$ cat config.mk
export PLATFORM = sky130hd
export DESIGN_NAME = uartad_rx
export DESIGN_NICKNAME = d
export VERILOG_FILES = /design/src/hdl/uartad_pkg.sv /design/src/hdl/uartad_rx.sv /design/src/hdl/uartad_baud.sv /design/src/hdl/uartad_buf.sv
export SDC_FILE = /design/constraint.sdc
export NUM_CORES = 1
export LEC_CHECK = 0
export ABC_AREA = 1
export BUFFER_PORTS_ARGS = -buffer_cell sky130_fd_sc_hd__buf_2
export CELL_PAD_IN_SITES_DETAIL_PLACEMENT = 1
export CELL_PAD_IN_SITES_GLOBAL_PLACEMENT = 2
export CORE_MARGIN = 2
export CORE_UTILIZATION = 29
export DETAILED_ROUTE_END_ITERATION = 8
export GPL_TIMING_DRIVEN = 0
export PLACE_DENSITY_LB_ADDON = 0.15
export SYNTH_ARGS = -nofsm -noshare
export SYNTH_HDL_FRONTEND = slang
export SYNTH_SLANG_ARGS = --single-unit
$ cat constraint.sdc
create_clock -name i_clk -period 1.6 [get_ports i_clk]
set_input_delay 0.08 -clock i_clk [delete_from_list [all_inputs] [get_ports i_clk]]
set_output_delay 0.08 -clock i_clk [all_outputs]
set_load 0.005 [all_outputs]
$ cat src/hdl/uartad_pkg.sv
package uartad_pkg;

	// widths of the divisor pair, the data byte and one buffer entry
	localparam int unsigned UARTAD_DIV_W = 16;
	localparam int unsigned UARTAD_BYTE_W = 8;
	localparam int unsigned UARTAD_ENTRY_W = 10;

	// field positions inside a buffer entry
	localparam int unsigned UARTAD_ENT_NINTH = 8;
	localparam int unsigned UARTAD_ENT_FERR = 9;

	// baud ticks per bit time, chosen by the two speed select bits
	localparam logic [6:0] UARTAD_TPB_SLOW = 7'h40;
	localparam logic [6:0] UARTAD_TPB_MID = 7'h10;
	localparam logic [6:0] UARTAD_TPB_FAST = 7'h04;

	// data bits per character
	localparam logic [3:0] UARTAD_BITS_EIGHT = 4'h8;
	localparam logic [3:0] UARTAD_BITS_NINE = 4'h9;

	// buffer occupancy
	localparam logic [1:0] UARTAD_BUF_EMPTY = 2'h0;
	localparam logic [1:0] UARTAD_BUF_FULL = 2'h2;

	typedef enum logic [1:0] {
		UARTAD_ST_IDLE = 2'b00,
		UARTAD_ST_START = 2'b01,
		UARTAD_ST_DATA = 2'b10,
		UARTAD_ST_STOP = 2'b11
	} uartad_state_t;

endpackage : uartad_pkg

$ cat src/hdl/uartad_rx.sv
// What this block does
// bit rate from 16-bit divisor pair plus high-speed and wide-divisor selects.
// works only with port enable set and synchronous select clear.
// characters accepted only while continuous receive enable is set.
// nine-bit select captures nine data bits; ninth kept apart from byte.
// address-detect enable switches into address mode, used with nine bits.
// in address mode, flag set only for characters with ninth bit one.
// interrupt request only when flag and receive interrupt enable both set.
// in address mode, every buffered character shows ninth bit as one.
// status shows error flags and ninth bit of buffered character.
// data read returns lower byte of oldest character; software matches.
// overrun stays set until continuous receive enable is cleared.
// with address detect cleared, every character arriving with buffer room and no overrun is buffered and flagged.
// low start bit, eight or nine data bits, high stop, idle high.
// data least significant bit first; no hardware parity.
// in address mode, ninth-bit-zero characters are dropped with no flag.
`timescale 1ns/1ps
`default_nettype none

module uartad_rx
	import uartad_pkg::*;
(
	input wire logic i_clk, // 10 MHz system clock
	input wire logic i_rst, // synchronous reset, active high
	input wire logic i_serial_receive_pin, // serial line, idles high
	input wire logic [7:0] i_baud_divisor_high, // divisor upper byte
	input wire logic [7:0] i_baud_divisor_low, // divisor lower byte
	input wire logic i_high_speed_baud_select, // fewer ticks per bit
	input wire logic i_wide_divisor_select, // use the full 16-bit divisor
	input wire logic i_serial_port_enable, // port on
	input wire logic i_sync_mode_select, // must be low for async
	input wire logic i_continuous_receive_enable, // receiver on
	input wire logic i_nine_bit_receive_select, // nine data bits
	input wire logic i_address_detect_enable, // address mode
	input wire logic i_receive_irq_enable, // gates the request
	input wire logic i_data_read, // strobe: software reads data register
	output logic [7:0] o_receive_data, // lower byte of oldest character
	output logic o_ninth_bit, // ninth bit of oldest character
	output logic o_framing_error, // stop bit of oldest character was low
	output logic o_overrun_error_flag, // sticky overrun
	output logic o_receive_irq_flag, // buffer holds a character
	output logic o_receive_irq, // interrupt request
	output logic o_receive_idle // receiver between characters
);

	typedef struct packed {
		uartad_state_t state;
		logic [6:0] tick_cnt;
		logic [3:0] bit_cnt;
		logic [8:0] shift;
		logic overrun;
		logic irq;
		logic idle;
	} uartad_rx_reg_t;

	uartad_rx_reg_t r;
	uartad_rx_reg_t next_r;

	logic active;
	logic addr_mode;
	logic baud_tick;
	logic [UARTAD_DIV_W-1:0] divisor;
	logic [6:0] ticks_per_bit;
	logic [6:0] half_bit;
	logic [3:0] data_bits;
	logic deliver;
	logic keep;
	logic ferr;
	logic [7:0] rx_byte;
	logic rx_ninth;
	logic push;
	logic buf_ready;
	logic buf_valid;
	logic [UARTAD_ENTRY_W-1:0] entry_in;
	logic [UARTAD_ENTRY_W-1:0] entry_out;

	// port runs only with enable set, async selected and reception on
	assign active = i_serial_port_enable && !i_sync_mode_select
		&& i_continuous_receive_enable;

	// address filtering only means something once nine bits are captured
	assign addr_mode = i_address_detect_enable && i_nine_bit_receive_select;

	// narrow divisor uses only the low byte
	assign divisor = i_wide_divisor_select ?
		{i_baud_divisor_high, i_baud_divisor_low} :
		{8'h00, i_baud_divisor_low};

	// ticks per bit from the two speed selects
	always_comb
	begin
		case ({i_wide_divisor_select, i_high_speed_baud_select})
			2'b00: ticks_per_bit = UARTAD_TPB_SLOW;
			2'b11: ticks_per_bit = UARTAD_TPB_FAST;
			default: ticks_per_bit = UARTAD_TPB_MID;
		endcase
	end

	assign half_bit = ticks_per_bit >> 1;
	assign data_bits = i_nine_bit_receive_select ? UARTAD_BITS_NINE :
		UARTAD_BITS_EIGHT;

	uartad_baud u_baud (
		.i_clk(i_clk),
		.i_rst(i_rst),
		.i_run(active),
		.i_divisor(divisor),
		.o_tick(baud_tick)
	);

	// eight-bit characters end one place high in the shift register
	assign rx_byte = i_nine_bit_receive_select ? r.shift[7:0] :
		r.shift[8:1];
	assign rx_ninth = i_nine_bit_receive_select && r.shift[8];
	assign ferr = !i_serial_receive_pin;

	// the stop bit is sampled in its middle; that ends the character;
	// a stale tick in the cycle reception drops must not store anything
	assign deliver = (r.state == UARTAD_ST_STOP) && baud_tick && active
		&& (r.tick_cnt == ticks_per_bit - 7'h01);

	// address mode drops characters whose ninth bit is zero
	assign keep = !(addr_mode && !rx_ninth);

	// while overrun stands nothing more enters the buffer
	assign push = deliver && keep && !r.overrun && buf_ready;

	always_comb
	begin
		entry_in = '0;
		entry_in[7:0] = rx_byte;
		entry_in[UARTAD_ENT_NINTH] = rx_ninth;
		entry_in[UARTAD_ENT_FERR] = ferr;
	end

	uartad_buf u_buf (
		.i_clk(i_clk),
		.i_rst(i_rst),
		.i_valid(push),
		.o_ready(buf_ready),
		.i_data(entry_in),
		.o_valid(buf_valid),
		.o_data(entry_out),
		.i_ready(i_data_read)
	);

	// receive state machine, sampling at mid-bit on baud ticks
	always_comb
	begin
		next_r = r;
		next_r.irq = buf_valid && i_receive_irq_enable;
		if (!active)
		begin
			next_r.state = UARTAD_ST_IDLE;
			next_r.tick_cnt = '0;
			next_r.bit_cnt = '0;
		end
		else
		begin
			case (r.state)
				UARTAD_ST_IDLE:
				begin
					// a low line starts a character
					if (!i_serial_receive_pin)
					begin
						next_r.state = UARTAD_ST_START;
						next_r.tick_cnt = '0;
						next_r.bit_cnt = '0;
					end
				end
				UARTAD_ST_START:
				begin
					// a start bit gone high at mid-bit was a glitch
					if (baud_tick)
					begin
						next_r.tick_cnt = r.tick_cnt + 7'h01;
						if (r.tick_cnt == half_bit - 7'h01)
						begin
							next_r.tick_cnt = '0;
							next_r.state = i_serial_receive_pin ?
								UARTAD_ST_IDLE : UARTAD_ST_DATA;
						end
					end
				end
				UARTAD_ST_DATA:
				begin
					if (baud_tick)
					begin
						next_r.tick_cnt = r.tick_cnt + 7'h01;
						if (r.tick_cnt == ticks_per_bit - 7'h01)
						begin
							next_r.tick_cnt = '0;
							// shift in from the top so the first bit ends lowest
							next_r.shift = {i_serial_receive_pin,
								r.shift[8:1]};
							next_r.bit_cnt = r.bit_cnt + 4'h1;
							if (r.bit_cnt == data_bits - 4'h1)
								next_r.state = UARTAD_ST_STOP;
						end
					end
				end
				UARTAD_ST_STOP:
				begin
					if (baud_tick)
					begin
						next_r.tick_cnt = r.tick_cnt + 7'h01;
						if (deliver)
						begin
							next_r.tick_cnt = '0;
							next_r.state = UARTAD_ST_IDLE;
						end
					end
				end
				default:
				begin
					next_r.state = UARTAD_ST_IDLE;
				end
			endcase
		end
		// a kept character with no room is lost and marks overrun
		if (deliver && keep && !buf_ready)
			next_r.overrun = 1'b1;
		// only dropping the receive enable clears it; no event can coincide
		if (!i_continuous_receive_enable)
			next_r.overrun = 1'b0;
		next_r.idle = (next_r.state == UARTAD_ST_IDLE);
	end

	always_ff @(posedge i_clk)
	begin
		if (i_rst)
		begin
			r <= '0;
			r.idle <= 1'b1;
		end
		else
			r <= next_r;
	end

	// data, ninth bit and framing error come from the buffer head registers; overrun, flag, request and idle do not
	assign o_receive_data = entry_out[7:0];
	assign o_ninth_bit = entry_out[UARTAD_ENT_NINTH];
	assign o_framing_error = entry_out[UARTAD_ENT_FERR];
	assign o_overrun_error_flag = r.overrun;
	assign o_receive_irq_flag = buf_valid;
	assign o_receive_irq = r.irq;
	assign o_receive_idle = r.idle;

	// request follows flag and enable one clock later
	AST_IRQ_GATED: assert property (@(posedge i_clk) disable iff (i_rst)
		o_receive_irq |-> $past(buf_valid) && $past(i_receive_irq_enable))
		else $error("irq raised without flag and enable");

	// a disabled port returns to idle
	AST_PORT_OFF: assert property (@(posedge i_clk) disable iff (i_rst)
		!(i_serial_port_enable && !i_sync_mode_select)
		|=> r.state == UARTAD_ST_IDLE)
		else $error("receiver busy while port disabled");

	// nothing enters the buffer without receive enable
	AST_NO_CONTINUOUS_RECEIVE_ENABLE_PUSH: assert property (@(posedge i_clk) disable iff (i_rst)
		push |-> i_continuous_receive_enable && active)
		else $error("character stored while reception disabled");

	// address mode stores only ninth-bit-one characters
	AST_ADDR_NINTH: assert property (@(posedge i_clk) disable iff (i_rst)
		push && addr_mode |-> entry_in[UARTAD_ENT_NINTH])
		else $error("address mode stored a ninth-bit-zero character");

	// ninth-bit-zero characters vanish in address mode
	AST_ADDR_DROP: assert property (@(posedge i_clk) disable iff (i_rst)
		deliver && addr_mode && !rx_ninth |-> !push ##1 !r.overrun || $past(r.overrun))
		else $error("dropped character had an effect");

	// without address detect every character with room and no overrun is stored
	AST_PASS_ALL: assert property (@(posedge i_clk) disable iff (i_rst)
		deliver && !i_address_detect_enable && !r.overrun && buf_ready |-> push)
		else $error("character lost with address detect off");

	// overrun holds while enable stays, clears when it drops
	AST_OVERRUN_ERROR_FLAG_HOLD: assert property (@(posedge i_clk) disable iff (i_rst)
		r.overrun && i_continuous_receive_enable |=> r.overrun)
		else $error("overrun cleared while receive enabled");

	AST_OVERRUN_ERROR_FLAG_CLEAR: assert property (@(posedge i_clk) disable iff (i_rst)
		!i_continuous_receive_enable |=> !r.overrun)
		else $error("overrun survived receive disable");

	// eight-bit mode never reports a ninth bit
	AST_EIGHT_BIT: assert property (@(posedge i_clk) disable iff (i_rst)
		push && !i_nine_bit_receive_select |-> !entry_in[UARTAD_ENT_NINTH])
		else $error("ninth bit set in eight-bit mode");

	// character ends only after the full count of data bits
	AST_BIT_COUNT: assert property (@(posedge i_clk) disable iff (i_rst)
		deliver |-> r.bit_cnt == data_bits)
		else $error("stop bit reached with wrong bit count");

	// data bits fill from the top, so each sample lands at bit 8
	AST_LSB_FIRST: assert property (@(posedge i_clk) disable iff (i_rst)
		r.state == UARTAD_ST_DATA && baud_tick
		&& r.tick_cnt == ticks_per_bit - 7'h01 && active
		|=> r.shift[8] == $past(i_serial_receive_pin)
		&& r.shift[7:0] == $past(r.shift[8:1]))
		else $error("data bit not shifted in lsb first");

endmodule : uartad_rx

`default_nettype wire

$ cat src/hdl/uartad_baud.sv
`timescale 1ns/1ps
`default_nettype none

module uartad_baud
	import uartad_pkg::*;
(
	input wire logic i_clk, // system clock
	input wire logic i_rst, // synchronous reset, active high
	input wire logic i_run, // divider runs while high
	input wire logic [UARTAD_DIV_W-1:0] i_divisor, // reload value
	output logic o_tick // one-cycle pulse every divisor+1 clocks
);

	typedef struct packed {
		logic [UARTAD_DIV_W-1:0] cnt;
		logic tick;
	} uartad_baud_reg_t;

	uartad_baud_reg_t r;
	uartad_baud_reg_t next_r;

	// down counter; reloads while stopped so a new divisor takes effect at once
	always_comb
	begin
		next_r = r;
		next_r.tick = 1'b0;
		if (!i_run)
		begin
			next_r.cnt = i_divisor;
		end
		else if (r.cnt == '0)
		begin
			next_r.cnt = i_divisor;
			next_r.tick = 1'b1;
		end
		else
		begin
			next_r.cnt = r.cnt - 1'b1;
		end
	end

	always_ff @(posedge i_clk)
	begin
		if (i_rst)
			r <= '0;
		else
			r <= next_r;
	end

	assign o_tick = r.tick;

endmodule : uartad_baud

`default_nettype wire

$ cat src/hdl/uartad_buf.sv
`timescale 1ns/1ps
`default_nettype none

module uartad_buf
	import uartad_pkg::*;
(
	input wire logic i_clk, // system clock
	input wire logic i_rst, // synchronous reset, active high
	input wire logic i_valid, // writer offers an entry
	output logic o_ready, // buffer has room
	input wire logic [UARTAD_ENTRY_W-1:0] i_data, // entry in
	output logic o_valid, // oldest entry present
	output logic [UARTAD_ENTRY_W-1:0] o_data, // oldest entry
	input wire logic i_ready // reader takes the oldest entry
);

	typedef struct packed {
		logic [UARTAD_ENTRY_W-1:0] head;
		logic [UARTAD_ENTRY_W-1:0] tail;
		logic [1:0] cnt;
		logic valid;
		logic ready;
	} uartad_buf_reg_t;

	uartad_buf_reg_t r;
	uartad_buf_reg_t next_r;
	logic pop;
	logic push;

	// pop first, then push; a full buffer refuses even if popped this cycle
	always_comb
	begin
		next_r = r;
		pop = r.valid && i_ready;
		push = i_valid && r.ready;
		if (pop)
		begin
			next_r.head = r.tail;
			next_r.cnt = r.cnt - 1'b1;
		end
		if (push)
		begin
			if (next_r.cnt == UARTAD_BUF_EMPTY)
				next_r.head = i_data;
			else
				next_r.tail = i_data;
			next_r.cnt = next_r.cnt + 1'b1;
		end
		next_r.valid = next_r.cnt != UARTAD_BUF_EMPTY;
		next_r.ready = next_r.cnt != UARTAD_BUF_FULL;
	end

	always_ff @(posedge i_clk)
	begin
		if (i_rst)
		begin
			r <= '0;
			r.ready <= 1'b1;
		end
		else
			r <= next_r;
	end

	assign o_ready = r.ready;
	assign o_valid = r.valid;
	assign o_data = r.head;

endmodule : uartad_buf

`default_nettype wire

==> results.md <==
* Status: complete, but fails checks
* Violated checks: negative setup slack
* Routed wire length per instance at 14.2 um
* LEAKAGE at 2.23 nW
* CP Cell Sequence: nand2_4, or2_4, xor2_2, ha_2, buf_8, nand3_4, buf_4, nor2_1, nor2_1
* Core Area at 0.0120 mm2
* Drt drc at 0
* Clk_skew at 0.00545 ns
* Nets at between 600 and 700
* Cell count after synthesis at 527
* Buffers added on ports at 41
* R2r endpoint: u_buf.o_data[8]
* Hold Path Depth at 3
* Clock-pin transition on the worst setup and hold timing paths at 0.05 ns
* Initial Util at 0.298
* Die Wd at 115 um
* DP HPWL at 7620 um
* WS Path Type: reg -> reg
* Final min period at 1.67 ns
* DP Area at 0.00399 mm2
* Fmax at 598 MHz
* Cell Pwr Density at 806 mW/mm2
* Crit-path most repeated cell: nor2_1
* Die H at 115 um
* Arrival time of the worst setup path at 1.91 ns
* Int Power at roughly 2.9 mW
* First-pass GRT wire length at 17,600 um
* Crit start category: flip-flop
* Netlist Area Pre-Place at 0.00358 mm2
* Max Cap Viol at 0
* CTS Buffer Depth at 2
* Final Hold Viols at 0
* Most common cell after layout, fill and taps aside: nand2_1
* Antenna violations before repair at 0
* Top sig layer: met4
* CTS Root Cell: clkbuf_16
* Seq cells post-synth at 66
* Layout Area Growth over Synthesis at 36.1%
* Met1 Wirelength at 5160 um
* Drt total wl at 10,800 um
* Reg2Reg Depth at 9
* Final setup viols at 23
* Non-filler instance count after layout at 761
* Slew headroom at 0.638
* Skew-Pair Late Insertion Delay at roughly 0.34 ns
* Boundary pin count at between 40 and 50
* Setup TNS at -0.674 ns
* CP max FO at 5
* Synth cell types at 34
* Worst setup margin at -0.0723 ns
* Worst r2r src: u_buf.o_valid
* Share of cells above drive strength 1 at 0.298
* Most frequent cells in the layout: 104 x nand2_1, 72 x nor2_1, 57 x inv_1, 57 x dfxtp_1, 43 x buf_2
* Crit end category: flip-flop
* H-tree Lvls at 3
* Sequential fraction of the synthesis area at 0.369
* Die Area at 0.0133 mm2
* DR WL met2 at 5200 um
* Final Instance Area at 0.00487 mm2
* Number of DRC markers in iteration 0 at 167
* Syn Area/Cell at between 6 and 7 um2
* Placer congestion estimate at 0.772
* Core Util, Final at 0.406
* Final Max Tran Viols at 0
* Pre-CTS WS at -0.350 ns
* Post-Syn Nets at 560
* Dpl cells at 715
* Total CTS buffers at 9
* CP max-delay cell: dfxtp_4
* Antenna Nets Post-Route at 0
* Antenna Cells at 0
* Peak VDD IR at 396 uV
* Switching share of power at 0.257
* Vias per cell at roughly 4.7
* Combinational share of power at 0.107
* Slew @ Worst Pin at roughly 0.54 ns
* Vias in the first global route at approximately 3.7k
* Reg power frac at 0.430
* Clock power frac at 0.462
* Total track usage at 0.171
* Row cnt at 40
* Worst hold path class: in -> reg
* Critical path endpoint: u_buf.o_data[8]
* Sw power at 1.01 mW
* Fin crit share at 1.05
* Met3 routed WL at between 200 and 300 um
* Worst R2R Setup Slack at -0.07 ns
* Grt ovf at 0
* RSZ-0062 raised after global routing: yes
* CTS tree: yes
* Ys Warns at 0
* Worst setup startpoint: u_buf.o_valid
* Critical path required time at ~1.8 ns
* Slowest stage delay, CP at 0.36 ns
* Largest net degree at the start of global routing at 11
* CTS sink cnt at 66
* Via Count at 3,611
* First-pass DRT Iterations at 4
==> layer usage <==
layer,vias to the layer above,GRT usage
li1,1834,-
met1,1724,0.216
met2,41,0.285
met3,12,0.0490
met4,0,0.0458
met5,-,0
==> cells by family (layout without fill, tap and decap cells) <==
logic type / count (synthesis) / in the layout / synth area share
muxes: 10 / 10 / 0.0314
DFF: 66 / 66 / 0.369
and+or+nand+nor: 267 / 268 / 0.325
buffers and inverters: 91 / 177 / 0.114
xor gates and xnor gates: 16 / 16 / 0.0391
AOI/OAI and AO/OA: 72 / 72 / 0.104
adders and majority gates: 5 / 5 / 0.0175
==> area by class of cell <==
| class | instances | area (um2) |
|---|---|---|
| Inverter | 67 | 259 |
| Tap cell | 147 | 184 |
| Clock buffer | 13 | 250 |
| Multi-Input combinational cell | 371 | 2160 |
| Clock inverter | 3 | 15.0 |
| Timing Repair Buffer | 70 | 473 |
| Fill cell | 1540 | 7140 |
| Buffer | 24 | 193 |
| Sequential cell | 66 | 1340 |
==> sequential cells by signal, summed over array words and instances (netlist names), 10 cells and up <==
register / flops
u_buf.r: 12
u_baud.r: 16
u_buf.o_data: 10
r: 22
==> power by group through the flow <==
stage / sequential, mW / combinational (mW) / clock [mW]
floorplan: 1.72 / 0.208 / 0
global placement: 1.73 / 0.320 / 0
detailed placement: 1.73 / 0.324 / 0
finish: 1.69 / 0.422 / 1.82
CTS: 1.69 / 0.384 / 1.87
global route: 1.70 / 0.477 / 1.94
==> cells in the mapped netlist <==
master	count	area share
nand2_1	115	0.12
nor2_1	80	0.084
dfxtp_1	66	0.37
inv_1	64	0.067
nand3_1	46	0.064
a21oi_1	39	0.055
o21ai_0	27	0.038
xor2_1	15	0.037
mux2_2	10	0.031
buf_4	8	0.017
clkbuf_1	7	0.0073
nor3_1	6	0.0084
buf_2	5	0.0070
ha_1	5	0.017
buf_6	4	0.013
nand4_1	4	0.0070
nand2_2	3	0.0052
nor4_1	3	0.0052
clkinv_1	2	0.0021
nand3_2	2	0.0056
nor2_2	2	0.0035
nor2_4	2	0.0063
a21oi_2	1	0.0024
a31oi_1	1	0.0017
inv_2	1	0.0010
nand2_4	1	0.0031
nor2_8	1	0.0056
nor3_4	1	0.0045
o21a_1	1	0.0021
o21ai_1	1	0.0014
o21bai_1	1	0.0021
o31ai_1	1	0.0021
or2_2	1	0.0017
xnor2_1	1	0.0024
==> worst min-delay path by stage <==
| stage | slack (ns) | from | endpoint |
|---|---|---|---|
| 6_report | 0.006 | i_baud_divisor_low[0] | u_baud.r[1] |
| 5_1_grt | 0.01 | i_baud_divisor_high[4] | u_baud.r[13] |
| 4_1_cts | 0.002 | i_baud_divisor_high[4] | u_baud.r[13] |
| 3_5_place_dp | 0.31 | i_receive_irq_enable | o_receive_irq |
| 3_3_place_gp | 0.30 | i_receive_irq_enable | o_receive_irq |
| 2_1_floorplan | 0.20 | i_receive_irq_enable | o_receive_irq |
==> worst max-delay path, delay by kind of cell, from the launching register on <==
family	cells	cell delay [ns]
buffers and inverters	2	0.32
xor gates and xnor gates	1	0.15
DFF	1	0.36
adders and majority gates	1	0.20
and+or+nand+nor	5	0.53
==> metrics by stage <==
stage / hold slack (ns) / power, mW
6_report: 0.00626 / 3.93
2_1_floorplan: 0.201 / 1.93
5_1_grt: 0.0119 / 4.11
3_5_place_dp: 0.312 / 2.05
3_3_place_gp: 0.299 / 2.05
4_1_cts: 0.00209 / 3.95
==> repair_timing <==
| item | in CTS | in global routing |
|---|---|---|
| gates cloned | 2 | 2 |
| pin swaps | 19 | 17 |
| hold buffers | 9 | 0 |
| setup endpoints to repair | 62 | 62 |
| gates resized for setup | 55 | 52 |
| setup buffers | 11 | 6 |
| endpoints found under the hold margin | 9 | 0 |
Note: power is estimated with default switching activity, not from simulation.
